[config.mk]
export PLATFORM = sky130hd
export DESIGN_NAME = cpu_async_bus_interface
export DESIGN_NICKNAME = d
export VERILOG_FILES = /design/src/cpu_bus_pkg.sv /design/src/cpu_async_bus_interface.sv /design/src/pin_sync.sv /design/src/word_fifo.sv
export SDC_FILE = /design/constraint.sdc
export NUM_CORES = 1
export LEC_CHECK = 0
export BUFFER_PORTS_ARGS = -buffer_cell sky130_fd_sc_hd__buf_2
export CORE_UTILIZATION = 39
export DETAILED_ROUTE_END_ITERATION = 10
export SETUP_SLACK_MARGIN = 0.5
export SLEW_MARGIN = 10
export SYNTH_ARGS = -nofsm -noshare
export SYNTH_HDL_FRONTEND = slang
export SYNTH_HIERARCHICAL = 1
export SYNTH_SLANG_ARGS = --single-unit
export TNS_END_PERCENT = 100
[constraint.sdc]
create_clock -name clk -period 7.6 [get_ports clk]
set_input_delay 2.28 -clock clk [delete_from_list [all_inputs] [get_ports clk]]
set_output_delay 2.28 -clock clk [all_outputs]
set_load 0.05 [all_outputs]
[src/cpu_bus_pkg.sv]
// package: shared codes, layouts and state types for the async bus master
// assumes: one 100 MHz clock, all pins sampled on its rising edge
package cpu_bus_pkg;
	// ==========================================================
	// address space codes
	localparam logic [2:0] SPACE_USER_DATA = 3'h1;
	localparam logic [2:0] SPACE_USER_PROG = 3'h2;
	localparam logic [2:0] SPACE_USER_DEF = 3'h3;
	localparam logic [2:0] SPACE_SUPV_DATA = 3'h5;
	localparam logic [2:0] SPACE_SUPV_PROG = 3'h6;
	localparam logic [2:0] SPACE_CPU = 3'h7;
	// ==========================================================
	// acknowledge encodings as {ack_width_1_n, ack_width_0_n}
	localparam logic [1:0] ACK_PORT32 = 2'h0;
	localparam logic [1:0] ACK_PORT16 = 2'h1;
	localparam logic [1:0] ACK_PORT8 = 2'h2;
	localparam logic [1:0] ACK_WAIT = 2'h3;
	// ==========================================================
	// cpu space layout and interrupt constants
	localparam int CPU_TYPE_LSB = 16;
	localparam logic [3:0] CPU_TYPE_IACK = 4'hf;
	localparam int IACK_LEVEL_LSB = 1;
	localparam logic [2:0] IRQ_NMI_LEVEL = 3'h7;
	localparam logic [7:0] AUTOVEC_BASE = 8'h18;
	// ==========================================================
	// sizes and reset values
	localparam int DATA_W = 32;
	localparam int RD_FIFO_DEPTH = 8;
	localparam logic [2:0] OPERAND_MAX = 3'h4;
	localparam logic [10:0] PINS_IDLE = 11'h7ff;
	// ==========================================================
	// carriers
	typedef struct packed {
		logic [2:0] space;
		logic [31:0] addr;
		logic write;
		logic [2:0] nbytes;
		logic fetch;
		logic lock;
		logic lock_end;
		logic [31:0] wdata;
	} bus_req_t;
	typedef struct packed {
		logic autovec;
		logic [31:0] data;
	} rd_word_t;
	typedef struct packed {
		logic [1:0] ack_n;
		logic cache_inh_n;
		logic [2:0] irq_n;
		logic auto_vector_req_n_n;
		logic req_n;
		logic taken_n;
		logic reset_n;
		logic halt_n;
	} pin_in_t;
	typedef enum logic [4:0] {
		S_IDLE = 5'h01,
		S_START = 5'h02,
		S_ADDR = 5'h04,
		S_WAIT = 5'h08,
		S_TERM = 5'h10
	} bus_state_t;
endpackage

[src/cpu_async_bus_interface.sv]
// top of the asynchronous bus master: cycle sequencing, sizing, arbitration,
// interrupt level, cache inhibit, reset and halt pins
// assumes: core side is synchronous; bus pins are synchronised here
// Operation
// RQ1: drive the 3-bit space code of the request on each cycle.
// RQ2: drive the 32-bit address; cpu-space cycles carry processor information instead.
// RQ3: size outputs report operand bytes still to move in this cycle.
// RQ4: cycle start pulses low in the first clock of every bus cycle.
// RQ5: cached fetch may abort after cycle start with no address strobe.
// RQ6: operand start pulses like cycle start, first cycle of operand only.
// RQ7: locked output stays low across a whole read-modify-write sequence.
// RQ8: address strobe asserted only while space, address, size, direction are valid.
// RQ9: data strobe asks slave to drive on reads, marks write data valid.
// RQ10: direction is high for reads and low for writes.
// RQ11: buffer enable negated around any change of direction.
// RQ12: width acknowledge ends the cycle, latching data on reads.
// RQ13: both acknowledges synchronised, skew of half a clock tolerated.
// RQ14: cache disabled while synchronised inhibit is asserted.
// RQ15: interrupt pins decode to a binary level; seven is unmaskable.
// RQ16: waiting output asserted when level beats mask or nmi seen.
// RQ17: auto vector request in acknowledge cycle yields internal vector.
// RQ18: alternate masters share the wired request line.
// RQ19: grant output says the bus is released after this cycle.
// RQ20: new master takes bus only after grant and idle strobes.
// RQ21: incoming reset starts reset processing; device may drive reset pin.
// RQ22: halt stops after current cycle; double fault drives halt.
// RQ23: narrow port acknowledge latches valid part and runs further cycles.
module cpu_async_bus_interface
	import cpu_bus_pkg::*;
#(
	parameter int FIFO_DEPTH = RD_FIFO_DEPTH
) (
	// clock and reset
	input wire logic clk,
	input wire logic rst,
	// core requests
	input wire logic req_valid,
	output logic req_ready,
	input wire bus_req_t req_in,
	input wire logic fetch_hit,
	output logic fetch_aborted,
	output logic write_done,
	// read results
	output logic rd_valid,
	input wire logic rd_ready,
	output rd_word_t rd_word,
	// core status
	input wire logic [2:0] irq_mask,
	input wire logic nmi_taken,
	output logic [2:0] irq_level,
	output logic cache_enable,
	input wire logic reset_drive,
	output logic reset_exception,
	input wire logic double_fault,
	// address side pins
	output logic bus_oe,
	output logic [2:0] space_code,
	output logic [31:0] addr_out,
	output logic transfer_size_lo,
	output logic transfer_size_hi,
	output logic read_write,
	// data pins
	input wire logic [31:0] data_in,
	output logic [31:0] data_out,
	output logic data_oe,
	// strobes and acknowledges
	output logic external_cycle_start_n,
	output logic operand_cycle_start_n,
	output logic locked_cycle_n,
	output logic address_valid_strobe_n,
	output logic data_valid_strobe_n,
	output logic buffer_enable_n,
	input wire logic ack_width_0_n,
	input wire logic ack_width_1_n,
	// cache, interrupt and arbitration pins
	input wire logic cache_inhibit_n,
	input wire logic [2:0] irq_level_in,
	output logic irq_waiting_n,
	input wire logic auto_vector_req_n,
	input wire logic mastership_request_n,
	output logic mastership_grant_n,
	input wire logic mastership_taken_n,
	// open-drain reset and halt
	input wire logic reset_pin_in,
	output logic reset_pin_out,
	output logic reset_pin_oe,
	input wire logic halt_pin_in,
	output logic halt_pin_out,
	output logic halt_pin_oe
);
	// ==========================================================
	// declarations
	bus_state_t state_reg, state_next;
	bus_req_t req_reg;
	pin_in_t pins_s;
	logic [31:0] op_reg;
	logic [31:0] addr_reg, addr_next;
	logic [2:0] done_reg, done_next;
	logic [2:0] n_reg, take, rem, rem_next;
	logic [1:0] ack_prev_reg;
	logic auto_vector_req_n_prev_reg, av_reg, locked_reg, locked_next;
	logic nmi_reg, reset_prev_reg, fault_reg;
	logic [2:0] lvl, lvl_prev_reg;
	logic accept, abort, last, term_ok, av_ok, iack, grant, push, fifo_ready;
	rd_word_t push_word;

	// which data lane carries byte k of this cycle
	function automatic logic [1:0] lane_of(input logic [1:0] ack, input logic [1:0] a, input logic [1:0] k);
		case (ack)
			ACK_PORT32: lane_of = a + k;
			ACK_PORT16: lane_of = {1'b0, a[0]} + k;
			default: lane_of = k;
		endcase
	endfunction

	// bytes moved by one cycle: limited by port width and alignment
	function automatic logic [2:0] cycle_bytes(input logic [1:0] ack, input logic [1:0] a, input logic [2:0] r);
		logic [2:0] room;
		case (ack)
			ACK_PORT32: room = OPERAND_MAX - {1'b0, a};
			ACK_PORT16: room = 3'h2 - {2'h0, a[0]};
			default: room = 3'h1;
		endcase
		cycle_bytes = (r < room) ? r : room;
	endfunction

	// write lanes copied so 8, 16 and 32-bit ports all find their bytes
	function automatic logic [31:0] write_lanes(input logic [31:0] op, input logic [2:0] d, input logic [1:0] a);
		logic [2:0] i;
		write_lanes = '0;
		for (int j = 0; j < 4; j++) begin
			if (2'(j) >= a) i = d + 3'(2'(j) - a);
			else if (2'(j) >= (a & 2'h2)) i = d + 3'(2'(j) - (a & 2'h2));
			else i = d + 3'(j);
			if (i < OPERAND_MAX) write_lanes[8*(3-j) +: 8] = op[8*(3-int'(i)) +: 8];
		end
	endfunction

	// ==========================================================
	// input synchronisers and the read fifo
	pin_sync #(.WIDTH($bits(pin_in_t)), .INIT(PINS_IDLE)) u_sync (
		.clk(clk),
		.rst(rst),
		.raw({ack_width_1_n, ack_width_0_n, cache_inhibit_n, irq_level_in, auto_vector_req_n,
			mastership_request_n, mastership_taken_n, reset_pin_in, halt_pin_in}), // RQ13
		.synced(pins_s)
	);

	word_fifo #(.WIDTH($bits(rd_word_t)), .DEPTH(FIFO_DEPTH)) u_fifo (
		.clk(clk),
		.rst(rst),
		.in_valid(push),
		.in_ready(fifo_ready),
		.in_data(push_word),
		.out_valid(rd_valid),
		.out_ready(rd_ready),
		.out_data(rd_word)
	);

	// ==========================================================
	// cycle decode
	always_comb begin
		rem = 3'(req_reg.nbytes - done_reg);
		take = cycle_bytes(pins_s.ack_n, addr_reg[1:0], rem);
		// acknowledge must read the same on two samples, absorbing skew
		term_ok = pins_s.ack_n != ACK_WAIT && pins_s.ack_n == ack_prev_reg; // RQ13
		iack = req_reg.space == SPACE_CPU && req_reg.addr[CPU_TYPE_LSB +: 4] == CPU_TYPE_IACK;
		av_ok = iack && !pins_s.auto_vector_req_n_n && !auto_vector_req_n_prev_reg; // RQ17
		accept = state_reg == S_IDLE && req_valid && req_ready;
		abort = state_reg == S_START && req_reg.fetch && fetch_hit && cache_enable; // RQ5
		last = done_reg + n_reg == req_reg.nbytes;
		push = state_reg == S_TERM && last && !req_reg.write;
		grant = !pins_s.req_n && !locked_next; // RQ19
	end

	// next state
	always_comb begin
		state_next = state_reg;
		case (state_reg)
			S_IDLE: begin
				if (accept) state_next = S_START;
				else if (done_reg != '0 && pins_s.halt_n && pins_s.req_n && pins_s.taken_n) state_next = S_START;
			end
			S_START: state_next = abort ? S_IDLE : S_ADDR;
			S_ADDR: state_next = S_WAIT;
			S_WAIT: begin
				if (term_ok || av_ok) state_next = S_TERM; // RQ12
			end
			S_TERM: begin
				// halt or a waiting master takes effect between cycles
				if (last || !pins_s.halt_n || !pins_s.req_n) state_next = S_IDLE; // RQ22
				else state_next = S_START; // RQ23
			end
			default: state_next = S_IDLE;
		endcase
	end

	// operand position after this clock
	always_comb begin
		addr_next = addr_reg;
		done_next = done_reg;
		rem_next = rem;
		if (accept) begin
			addr_next = req_in.addr;
			done_next = '0;
			rem_next = req_in.nbytes;
		end else if (state_reg == S_TERM) begin
			addr_next = addr_reg + 32'(n_reg);
			done_next = last ? 3'h0 : done_reg + n_reg; // RQ23
			rem_next = 3'(rem - n_reg);
		end
		locked_next = locked_reg;
		if (accept) locked_next = req_in.lock;
		else if (abort || (state_reg == S_TERM && last && req_reg.lock_end)) locked_next = 1'b0;
	end

	// ==========================================================
	// sequencer registers
	always_ff @(posedge clk) begin
		if (rst) begin
			state_reg <= S_IDLE;
			req_reg <= '0;
			addr_reg <= '0;
			done_reg <= '0;
			locked_reg <= 1'b0;
		end else begin
			state_reg <= state_next;
			addr_reg <= addr_next;
			done_reg <= done_next;
			locked_reg <= locked_next;
			if (accept) req_reg <= req_in;
		end
	end

	// acknowledge history for the two-sample check
	always_ff @(posedge clk) begin
		if (rst) begin
			ack_prev_reg <= ACK_WAIT;
			auto_vector_req_n_prev_reg <= 1'b1;
		end else begin
			ack_prev_reg <= pins_s.ack_n;
			auto_vector_req_n_prev_reg <= pins_s.auto_vector_req_n_n;
		end
	end

	// operand buffer: left-justified, only valid lanes latched on reads
	always_ff @(posedge clk) begin
		if (rst) begin
			op_reg <= '0;
			n_reg <= '0;
			av_reg <= 1'b0;
		end else if (accept) begin
			op_reg <= req_in.wdata << {OPERAND_MAX - req_in.nbytes, 3'h0};
			av_reg <= 1'b0;
		end else if (state_reg == S_WAIT && av_ok) begin
			n_reg <= rem; // RQ17
			av_reg <= 1'b1;
		end else if (state_reg == S_WAIT && term_ok) begin
			n_reg <= take;
			if (!req_reg.write) begin
				for (int k = 0; k < 4; k++) begin
					if (3'(k) < take)
						op_reg[8*(3-(int'(done_reg)+k)) +: 8] <= // RQ12 RQ23
							data_in[8*(3-int'(lane_of(pins_s.ack_n, addr_reg[1:0], 2'(k)))) +: 8];
				end
			end
		end
	end

	// result word: right-justified data or internal vector
	always_comb begin
		push_word.autovec = av_reg;
		push_word.data = op_reg >> {OPERAND_MAX - req_reg.nbytes, 3'h0};
		if (av_reg) push_word.data = {24'h0, AUTOVEC_BASE + {5'h0, req_reg.addr[IACK_LEVEL_LSB +: 3]}}; // RQ17
	end

	// ==========================================================
	// bus pins, all from flip-flops
	always_ff @(posedge clk) begin
		if (rst) begin
			space_code <= '0;
			addr_out <= '0;
			{transfer_size_hi, transfer_size_lo} <= '0;
			read_write <= 1'b1;
		end else if (state_next == S_START) begin
			space_code <= accept ? req_in.space : req_reg.space; // RQ1
			addr_out <= addr_next; // RQ2
			{transfer_size_hi, transfer_size_lo} <= rem_next[1:0]; // RQ3
			read_write <= accept ? !req_in.write : !req_reg.write; // RQ10
		end
	end

	// strobes follow the next state so they line up with the address
	always_ff @(posedge clk) begin
		if (rst) begin
			external_cycle_start_n <= 1'b1;
			operand_cycle_start_n <= 1'b1;
			address_valid_strobe_n <= 1'b1;
			data_valid_strobe_n <= 1'b1;
			buffer_enable_n <= 1'b1;
			data_oe <= 1'b0;
			locked_cycle_n <= 1'b1;
		end else begin
			external_cycle_start_n <= state_next != S_START; // RQ4
			operand_cycle_start_n <= !(state_next == S_START && state_reg == S_IDLE && done_reg == '0); // RQ6
			address_valid_strobe_n <= !(state_next == S_ADDR || state_next == S_WAIT); // RQ8
			// write data strobe waits one clock for the data to settle
			data_valid_strobe_n <= !(state_next == S_WAIT || (state_next == S_ADDR && !req_reg.write)); // RQ9
			// start and term cycles leave the buffers off while direction moves
			buffer_enable_n <= !(state_next == S_ADDR || state_next == S_WAIT); // RQ11
			data_oe <= (state_next == S_ADDR || state_next == S_WAIT) && req_reg.write; // RQ9
			locked_cycle_n <= !locked_next; // RQ7
		end
	end

	// write lanes lag one clock, hidden by the write data strobe delay
	always_ff @(posedge clk) begin
		if (rst) data_out <= '0;
		else data_out <= write_lanes(op_reg, done_reg, addr_reg[1:0]);
	end

	// ==========================================================
	// core handshakes
	always_ff @(posedge clk) begin
		if (rst) begin
			req_ready <= 1'b0;
			fetch_aborted <= 1'b0;
			write_done <= 1'b0;
		end else begin
			// fifo room is checked here one clock late, so the result of a read accepted just as the fifo fills can be refused
			req_ready <= state_next == S_IDLE && done_next == '0 && pins_s.halt_n && pins_s.req_n
				&& pins_s.taken_n && fifo_ready && !fault_reg && !accept; // RQ20 RQ22
			fetch_aborted <= abort; // RQ5
			write_done <= state_reg == S_TERM && last && req_reg.write;
		end
	end

	// arbitration: grant withheld during locked sequences
	always_ff @(posedge clk) begin
		if (rst) begin
			mastership_grant_n <= 1'b1;
			bus_oe <= 1'b1;
		end else begin
			mastership_grant_n <= !grant; // RQ19 RQ7
			bus_oe <= !(state_next == S_IDLE && (grant || !pins_s.taken_n)); // RQ20
		end
	end

	// ==========================================================
	// interrupt level, cache inhibit
	assign lvl = ~pins_s.irq_n; // RQ15
	always_ff @(posedge clk) begin
		if (rst) begin
			lvl_prev_reg <= '0;
			irq_level <= '0;
			nmi_reg <= 1'b0;
			irq_waiting_n <= 1'b1;
			cache_enable <= 1'b1;
		end else begin
			lvl_prev_reg <= lvl;
			irq_level <= lvl;
			// a new level-seven edge wins over a same-cycle clear
			if (lvl == IRQ_NMI_LEVEL && lvl_prev_reg != IRQ_NMI_LEVEL) nmi_reg <= 1'b1; // RQ15
			else if (nmi_taken) nmi_reg <= 1'b0;
			irq_waiting_n <= !(lvl > irq_mask || nmi_reg); // RQ16
			cache_enable <= pins_s.cache_inh_n; // RQ14
		end
	end

	// reset and halt pins; drivers only ever pull low
	always_ff @(posedge clk) begin
		if (rst) begin
			reset_prev_reg <= 1'b1;
			reset_exception <= 1'b0;
			reset_pin_oe <= 1'b0;
			reset_pin_out <= 1'b0;
			fault_reg <= 1'b0;
			halt_pin_oe <= 1'b0;
			halt_pin_out <= 1'b0;
		end else begin
			reset_prev_reg <= pins_s.reset_n;
			// own drive is excluded so it never resets this block when reset_drive is held for three clocks or more
			reset_exception <= reset_prev_reg && !pins_s.reset_n && !reset_pin_oe; // RQ21
			reset_pin_oe <= reset_drive; // RQ21
			fault_reg <= fault_reg || double_fault;
			halt_pin_oe <= fault_reg || double_fault; // RQ22
		end
	end
endmodule

[src/pin_sync.sv]
// two-stage synchroniser for a bundle of asynchronous pins
// assumes: idle level of each pin is given by INIT
module pin_sync #(
	parameter int WIDTH = 11,
	parameter logic [WIDTH-1:0] INIT = '1
) (
	// clock and reset
	input wire logic clk,
	input wire logic rst,
	// pins and synchronised copy
	input wire logic [WIDTH-1:0] raw,
	output logic [WIDTH-1:0] synced
);
	logic [WIDTH-1:0] meta_reg;
	// first stage feeds only the second stage
	always_ff @(posedge clk) begin
		if (rst) begin
			meta_reg <= INIT;
			synced <= INIT;
		end else begin
			meta_reg <= raw;
			synced <= meta_reg;
		end
	end
endmodule

[src/word_fifo.sv]
// small synchronous fifo with valid/ready on both sides
// assumes: single clock; flags are registered
module word_fifo #(
	parameter int WIDTH = 33,
	parameter int DEPTH = 8
) (
	// clock and reset
	input wire logic clk,
	input wire logic rst,
	// fill side
	input wire logic in_valid,
	output logic in_ready,
	input wire logic [WIDTH-1:0] in_data,
	// drain side
	output logic out_valid,
	input wire logic out_ready,
	output logic [WIDTH-1:0] out_data
);
	localparam int AW = $clog2(DEPTH);
	logic [WIDTH-1:0] mem [DEPTH];
	logic [AW-1:0] wr_ptr_reg;
	logic [AW-1:0] rd_ptr_reg;
	logic [AW:0] count_reg;
	logic push;
	logic pop;
	logic [AW:0] count_next;
	assign push = in_valid && in_ready;
	assign pop = out_valid && out_ready;
	assign count_next = count_reg + (AW+1)'(push) - (AW+1)'(pop);
	assign out_data = mem[rd_ptr_reg];
	// pointers wrap at DEPTH, which need not be a power of two
	always_ff @(posedge clk) begin
		if (rst) begin
			wr_ptr_reg <= '0;
			rd_ptr_reg <= '0;
		end else begin
			if (push) wr_ptr_reg <= (wr_ptr_reg == AW'(DEPTH-1)) ? '0 : wr_ptr_reg + 1'b1;
			if (pop) rd_ptr_reg <= (rd_ptr_reg == AW'(DEPTH-1)) ? '0 : rd_ptr_reg + 1'b1;
		end
	end
	// storage
	always_ff @(posedge clk) begin
		if (push) mem[wr_ptr_reg] <= in_data;
	end
	// registered flags so neither side sees a combinational path
	always_ff @(posedge clk) begin
		if (rst) begin
			count_reg <= '0;
			in_ready <= 1'b1;
			out_valid <= 1'b0;
		end else begin
			count_reg <= count_next;
			in_ready <= count_next != (AW+1)'(DEPTH);
			out_valid <= count_next != '0;
		end
	end
endmodule

* Word level (Yosys, flattened, before mapping)
Memories as Yosys holds them, arrays and structs flattened. A register that Yosys moved wholly into a read port is not among the register bits.
Index checks and enable logic that the tools add are counted.
** Storage, ports and cells
- Memories :: 1
- Register bits after elaboration :: 234
- Memory bits (writable) :: 264
** Memory list
- u_fifo.mem :: depth 8, width 33, rd ports 1, clocked after Yosys merged registers in 1, write ports 1, RTL line word_fifo.sv:20 : logic [WIDTH-1:0] mem [DEPTH];
** Operators by class
- Bitwise gates (word level) :: 6
- Equality and inequality tests :: 23
- Shifts and indexed selects :: 18
- Magnitude comparators :: 18
- Multiplexer cells :: 97
- Reductions and logical operators :: 78
- Add/subtract/negate cells :: 57
** Operator list (number)
- 2-to-1 mux 32 bit :: 26
- variable shift 8 x 33 -> 32 bit, first input constant :: 4
- indexed part select 8 x 33 -> 32 bit :: 4
- bitwise mux 32 bit :: 4
- indexed part select 32 x 6 -> 8 bit :: 4
- indexed part select 32 x 7 -> 8 bit :: 4
- negation 8 -> 33 bit :: 3
- 2-to-1 mux 3 bit :: 24
- 2-to-1 mux 2 bit :: 27
- logical AND 1 bit :: 36
- negation 7 -> 33 bit :: 1
- adder 32 x 3 -> 32 bit :: 1
- << shifter 32 x 6 -> 32 bit :: 1
- right shift 32 x 6 -> 32 bit :: 1
- adder 3 bit :: 9
- case mux 5 bit (5 select lines) :: 1
- subtractor 2 x 2 -> 3 bit, first input constant :: 8
- subtractor 2 x 3 -> 4 bit, first input constant :: 5
- zero test 1 bit :: 18
- case mux 2 bit (2 select lines) :: 4
- 2-to-1 mux 5 bit :: 3
- subtractor 2 x 4 -> 5 bit, first input constant :: 3
- equality test 3 bit, second input constant :: 4
- less-than comparator 3 bit, second input constant :: 4
- 50 further kinds :: 98

* Logic depth before layout (Yosys ltp)
Gate-level depths: netlist of run 1.
- Depth in word-level cells :: 41
- Gate-level depth with buffers :: 16
- Mapped depth without buffers :: 15

* Cells and area by module
Netlist of run 1, hierarchy kept.
** By module, submodules not included
- cpu_async_bus_interface :: cells an instance 1415, seq. area each 3743.6 µm², area an instance 12655.9 µm², instances 1
- word_fifo :: cells an instance 463, seq. area each 8227.9 µm², area an instance 10654.0 µm², instances 1
- pin_sync :: cells an instance 46, seq. area each 440.4 µm², area an instance 588.1 µm², instances 1

* Worst setup path before layout of run 1
OpenSTA, ideal clock, no wires.
- Path kind :: register to register
- Start point :: register done_reg[0]
- End point :: memory u_fifo.mem[0][0], enable pin
- Path buffers :: 0
- Stages on the path, launching flop included :: 10
- Setup slack :: 1.795 ns
- Required time :: 7.094 ns
- Arrival time :: 5.299 ns
- Library setup time :: 0.506 ns
- Cell sequence :: dfxtp_1 -> ha_1 -> fa_1 -> xnor2_1 -> xnor2_1 -> nor3_2 -> nand2_1 -> nor2_1 -> nand2_1 -> nor4_1
** Between the ends
- Word-level cells in the longest chain between the ends :: 7
** RTL lines
- start, declared :: RTL line cpu_async_bus_interface.sv:98 : logic [2:0] done_reg, done_next;
- start signal, assigned :: RTL line cpu_async_bus_interface.sv:229 : done_reg <= done_next;
- adder 3 bit :: RTL line cpu_async_bus_interface.sv:171 : last = done_reg + n_reg == req_reg.nbytes;
- equality test 3 bit :: RTL line cpu_async_bus_interface.sv:171
- logical AND 1 bit (2 in a row) :: RTL line cpu_async_bus_interface.sv:172 : push = state_reg == S_TERM && last && !req_reg.write;
- named net push :: RTL line cpu_async_bus_interface.sv:104 : logic accept, abort, last, term_ok, av_ok, iack, grant, push, fifo_ready;
- logical AND 1 bit :: RTL line word_fifo.sv:27 : assign push = in_valid && in_ready;
- 2-to-1 mux 1 bit :: RTL line word_fifo.sv:43 : if (push) mem[wr_ptr_reg] <= in_data;
- 2-to-1 mux 1 bit (not written as such) :: RTL line word_fifo.sv:43
- end, declared :: RTL line word_fifo.sv:20
The timed path passes the listed nets, and every way through them passes these cells.

==> impl_metrics.yaml, run 1 <==
worst_setup_path:
  cp-endpoint: "rd_word[17]"
  crit_buf_inv: 2
  slowest_stage: "dfxtp_4"
  path_depth: 4
  crit_family: "flip-flops"
  timing.rr.end: "op_reg[2]"
  rr_worst_depth: 11
  endpoint_kind: "primary output"
  crit_arrival_ns: 3.20
  start_kind: "register"
  path_class: "reg2out"
  cp_cell_sequence: "buf_4 > mux4_2 > mux2_2 > buf_2"
  reg2reg_from: "done_reg[0]"
  slowest_delay_ns: 0.95
  critPathRequiredTime_ns: 5.32
  worstPathMaxFanout: 48
  rrSetupSlack_ns: 2.83
grt:
  grt_max_degree: 99
  antenna_found_initial: 2
  grt_pass1_vias: 16952
  grtUsageTotal: 0.2168
  grt_pass1_wl_um: 103900
  grt_overflow: 0
clocking:
  cts_resized: 0
  hold_buffers: 0
  cts_tree: "built"
  post_cts_buffers: 0
  cts_buffer_depth: 3
  cts-root-buf: "clkbuf_16"
  htree_levels: 2
  clk_latency_ns: 0.60
  cts.sinks: 488
  path_clk_slew_ns: 0.07
  cts_buffers: 52
sta:
  worst_slew_pin_slew_ns: 1.298
  finalSetupViolations: 0
  slew_viol_final: 0
  period_share: 0.7206
  setup_tns_ns: 0
  hold_viol_final: 0
  rsz0062_at_grt: "false"
  clock_skew_ns: 0.02175
  slew_headroom: 0.1253
  period_needed_ns: 5.476
  max_clock_freq_mhz: 182.6
placed_design:
  placed_cell_area_um2: 25890
  place_congestion: 0.8974
  dpl.hpwl_um: 47410
  portBuffers: 251
outcome:
  outcome: "finished clean"
cells_and_area:
  fill_cells: 5448
  largest_reg_flops: 264
  multi_input_area_um2: 10840
  area_growth_pct: 15.85
  final_nets: 2349
  top_register: "u_fifo/mem"
  final_common_cell: "edfxtp_1"
  fin_util: 0.4578
  regArea_um2: 12420
  fin_area_um2: 27690
  layout_common_cells: "edfxtp_1, buf_2, dfxtp_1"
  drive_above_1_share: 0.2657
detailed_routing:
  wire_per_inst_um: 22.88
  drc_errors: 0
  vias_per_cell: 5.665
  vias: 16888
  drt_iter0_drc: 1242
  drt_wl_total_um: 68200
  dr.pass1.iters: 7
  ant_nets: 0
synthesis:
  ys.warnings.count: 6
  synth_top_area_frac: 0.3317
  ys_ff_latch: 488
  avgSynthCellArea_um2: 12.42
  synth_top_cells_by_area: "edfxtp_1, dfxtp_1, mux4_2"
  syn-cell-area_um2: 23900
  synth_edf_count: 264
  ys_async_sr_fraction: 0
  seq_area_frac_synth: 0.5194
  synth_top_area_cell: "edfxtp_1"
  yosysUniqueCellTypes: 95
  synthFlopType: "edfxtp_1"
  syn_inst: 1924
die:
  ios: 254
  core_area_um2: 60470
  die_y_um: 249.5
  num_rows: 90
  dieArea_um2: 62270
  initial_core_util: 0.3952
  die_w_um: 249.5
min_path:
  hp-class: "reg2reg"
power:
  cellPowerDensity_nw_per_um2: 248.0
  vdd.ir_drop.worst_mv: 0.1634
  p_leak_nw: 10.48
flow_run:
  cap_violations: 0
-- metal layers --
| layer | global-route usage | up-vias | share of wire |
|---|---|---|---|
| li1 | - | 7767 | - |
| met1 | 0.2825 | 8420 | 0.42 |
| met2 | 0.3692 | 571 | 0.49 |
| met3 | 0.03275 | 128 | 0.057 |
| met4 | 0.07055 | 2 | 0.030 |
| met5 | 0 | - | 0.00016 |
-- through the flow --
stage,cells,power [W],worst slack (ns),hold slack [ns]
2_1_floorplan,1925,0.003961,1.795,0.3832
3_3_place_gp,2883,0.004276,2.351,0.3873
3_5_place_dp,2883,0.004294,2.291,0.3878
4_1_cts,2980,0.006935,2.010,0.4039
5_1_grt,2981,0.007124,1.881,0.4169
6_report,2981,0.006866,2.124,0.4023
-- power breakdown --
group / total [W] / switching, W / internal (W)
registers: 0.00298 / 0.000134 / 0.00285
clock network: 0.00263 / 0.00110 / 0.00153
logic: 0.00125 / 0.000756 / 0.000496
-- synth_stat cells, types with 8 or more instances --
cell type and instances:
a211oi_1 38, a21o_1 14, a21oi_1 70, a221o_1 9
a22o_1 8, a311oi_1 14, a31oi_1 14, and2_1 37
buf_1 11, buf_2 23, buf_4 12, clkbuf_1 44
dfxtp_1 224, edfxtp_1 264, ha_1 61, inv_1 46
mux2_2 55, mux2i_1 97, mux4_2 106, nand2_1 156
nand2b_1 30, nand3_1 33, nand4_1 19, nor2_1 138
nor2b_1 29, nor3_1 19, nor4_1 9, o21a_1 12
o21ai_0 42, o21ai_1 10, o22a_1 32, o22ai_1 19
or2_1 23, or2_2 9, xnor2_1 28, xor2_1 21
-- cell type report --
| type | count | area share |
|---|---|---|
| multi-input cells | 1284 | 0.3915 |
| flip-flops and latches | 488 | 0.4485 |
| well taps | 782 | 0.03534 |
| repair buffers | 278 | 0.05279 |
| diodes | 1 | 0.00009039 |
| clock inverters | 32 | 0.01279 |
| clock buffers | 65 | 0.05211 |
| inverters | 51 | 0.006915 |
-- cell families (layout without fill, tap and decap cells) --
| kind of cell | count (synthesis) | after routing | synth area share |
|---|---|---|---|
| xor gates and xnor gates | 49 | 49 | 0.01796 |
| other | 1 | 3 | 0.0001569 |
| adders and majority gates | 66 | 66 | 0.03613 |
| AOI/OAI and AO/OA | 355 | 355 | 0.1071 |
| DFF | 488 | 488 | 0.5194 |
| buffers and inverters | 153 | 426 | 0.03016 |
| and+or+nand+nor | 545 | 545 | 0.1136 |
| muxes | 267 | 267 | 0.1755 |
-- worst min-delay path by stage --
| stage | to | cells past startpoint | slack [ns] | start |
|---|---|---|---|---|
| final | u_sync/synced[7] | 1 | 0.40 | u_sync/meta_reg[7] |
| after global routing | u_sync/synced[8] | 1 | 0.42 | u_sync/meta_reg[8] |
| after floorplan | u_sync/synced[0] | 1 | 0.38 | u_sync/meta_reg[0] |
| after global placement | u_sync/synced[6] | 1 | 0.39 | u_sync/meta_reg[6] |
| after detailed placement | u_sync/synced[7] | 1 | 0.39 | u_sync/meta_reg[7] |
| after CTS | u_sync/synced[7] | 1 | 0.40 | u_sync/meta_reg[7] |
No activity file was read; power rests on OpenSTA's default activity.
==> inputs of run 2 (changes only) <==
==> constraint.sdc (replaced) <==
create_clock -name clk -period 4.75 [get_ports clk]
set_input_delay 1.425 -clock clk [delete_from_list [all_inputs] [get_ports clk]]
set_output_delay 1.425 -clock clk [all_outputs]
set_load 0.05 [all_outputs]
==> impl_metrics.yaml, run 2 (same netlist as run 1, synthesis figures left out) <==
detailed_routing:
  top_layer: "met5"
  drt_wl_total_um: 67950
  drt_iter0_drc: 1422
  met1_length_um: 28970
  wire_per_inst_um: 22.63
  dr.pass1.iters: 6
  drc_errors: 0
  dr_wl_met3_um: 3752
  ant_nets: 0
  wl_met2_um: 33160
  vias_per_cell: 5.639
  vias: 16933
worst_setup_path:
  endpoint_kind: "primary output"
  worstPathMaxFanout: 27
  start_kind: "register"
  crit_arrival_ns: 2.65
  rrSetupSlack_ns: 0.82
  slowest_stage: "dfxtp_2"
  crit_buf_inv: 2
  crit_family: "flip-flops"
  critPathRequiredTime_ns: 3.32
  slowest_delay_ns: 0.87
  cp_cell_sequence: "buf_4 > mux4_1 > mux2_2 > buf_2"
  path_class: "reg2out"
sta:
  clock_skew_ns: 0.05986
  period_needed_ns: 4.076
  worst_slew_pin_slew_ns: 1.086
  finalSetupViolations: 0
  rsz0062_at_grt: "false"
  hold_viol_final: 0
  holdWs_ns: 0.4010
  setup_tns_ns: 0
  slew_headroom: 0.2763
  max_clock_freq_mhz: 245.4
  period_share: 0.8580
  slew_viol_final: 0
power:
  p_switching_w: 0.003160
  p_sw_frac: 0.2874
  p_comb_frac: 0.187
  p_int_w: 0.007833
  p_leak_nw: 10.55
  cellPowerDensity_nw_per_um2: 394.2
  vdd.ir_drop.worst_mv: 0.2921
  seq_power_share: 0.431
  clkPwrFrac: 0.382
cells_and_area:
  fill_cells: 5383
  area_growth_pct: 16.68
  final_common_cell: "edfxtp_1"
  drive_above_1_share: 0.2702
  final_nets: 2368
  largest_reg_flops: 264
  fin_area_um2: 27880
  top_register: "u_fifo/mem"
  layout_common_cells: "edfxtp_1, buf_2, dfxtp_1"
clocking:
  path_clk_slew_ns: 0.06
  cts-root-buf: "clkbuf_16"
  cts_buffer_depth: 3
  cts_buffers: 51
  clk_latency_ns: 0.62
  htree_levels: 2
  cts_tree: "built"
  cts.sinks: 488
die:
  core_area_um2: 60470
  die_w_um: 249.5
  num_rows: 90
  initial_core_util: 0.3952
  dieArea_um2: 62270
  die_y_um: 249.5
  ios: 254
flow_run:
  cap_violations: 0
grt:
  grtUsageTotal: 0.2154
  grt_overflow: 0
  grt_pass1_wl_um: 102600
  antenna_found_initial: 6
  grt_max_degree: 65
  grt_pass1_vias: 16865
placed_design:
  placed_cell_area_um2: 26060
  dpl.hpwl_um: 47400
  place_congestion: 0.9028
  portBuffers: 251
min_path:
  hp-class: "reg2reg"
outcome:
  outcome: "finished clean"
[run 2: cell count changes in the layout (fill, tap and decap cells not counted), moves of 2 or more]
cell / before / now
diode_2: 1 / 4
clkinv_2: 10 / 7
buf_4: 28 / 45
clkinv_4: 3 / 0
inv_6: 6 / 2
nor3_2: 6 / 4
clkbuf_2: 0 / 2
nor3_4: 0 / 2
clkinvlp_4: 3 / 6
clkbuf_1: 6 / 8
clkinv_1: 7 / 9
clkbuf_16: 54 / 52
bufinv_16: 5 / 7
[run 2: repair_timing]
action                     in CTS  in global routing
setup endpoints to repair       1                 10
setup buffers                   0                  0
hold buffers                    0                  0
resized for setup               1                  1
cloned                          0                  1
[run 2: final timing paths]
| kind | from | end | cells after the start |
|---|---|---|---|
| worst max-delay path | register | rd_word[27] | 4 |
| worst min-delay path | u_sync/meta_reg[6] | u_sync/synced[6] | 1 |
| worst max register to register | done_reg[1] | op_reg[23] | 10 |
| worst min register to register | u_sync/meta_reg[6] | u_sync/synced[6] | 1 |
[run 2: worst register-to-register path, delay by kind of cell (launching register included)]
family / cells / cell delay [ns]
DFF: 1 / 0.51
adders and majority gates: 2 / 1.04
buffers and inverters: 1 / 0.23
AOI/OAI and AO/OA: 4 / 1.17
and+or+nand+nor: 3 / 0.93
[run 2: power groups by stage]
stage / Combinational (W) / Sequential (W) / Clock, W
after global placement: 0.00204 / 0.00482 / 0
final: 0.00206 / 0.00474 / 0.00420
after CTS: 0.00206 / 0.00474 / 0.00429
after global routing: 0.00221 / 0.00476 / 0.00446
after detailed placement: 0.00205 / 0.00482 / 0
after floorplan: 0.00140 / 0.00494 / 0
[run 2: cell type report]
class / instances / area (um^2) / share of cell area
sequential: 488 / 12420 / 0.4453
multi-input combinational: 1284 / 10850 / 0.3891
timing repair buffer: 298 / 1662 / 0.05959
clock buffer: 65 / 1371 / 0.04918
tap: 782 / 978.4 / 0.03509
clock inverter: 31 / 404.1 / 0.01449
inverter: 51 / 191.4 / 0.006865
antenna: 4 / 10.01 / 0.0003590
[run 2: stage by stage]
stage / instances / worst slack (ns) / total power, W / util
2_1_floorplan: 1925 / -0.1894 / 0.006338 / -
3_3_place_gp: 2902 / 0.8515 / 0.006855 / 0.4310
3_5_place_dp: 2902 / 0.7707 / 0.006879 / 0.4310
4_1_cts: 2998 / 0.5289 / 0.01109 / 0.4604
5_1_grt: 3001 / 0.5229 / 0.01142 / 0.4610
6_report: 3003 / 0.6744 / 0.01099 / 0.4611
[run 2: metal layers]
| layer | track usage | up-vias |
|---|---|---|
| met5 | 0 | - |
| met4 | 0.07284 | 2 |
| met3 | 0.03358 | 137 |
| met2 | 0.3632 | 581 |
| met1 | 0.2820 | 8401 |
| li1 | - | 7812 |
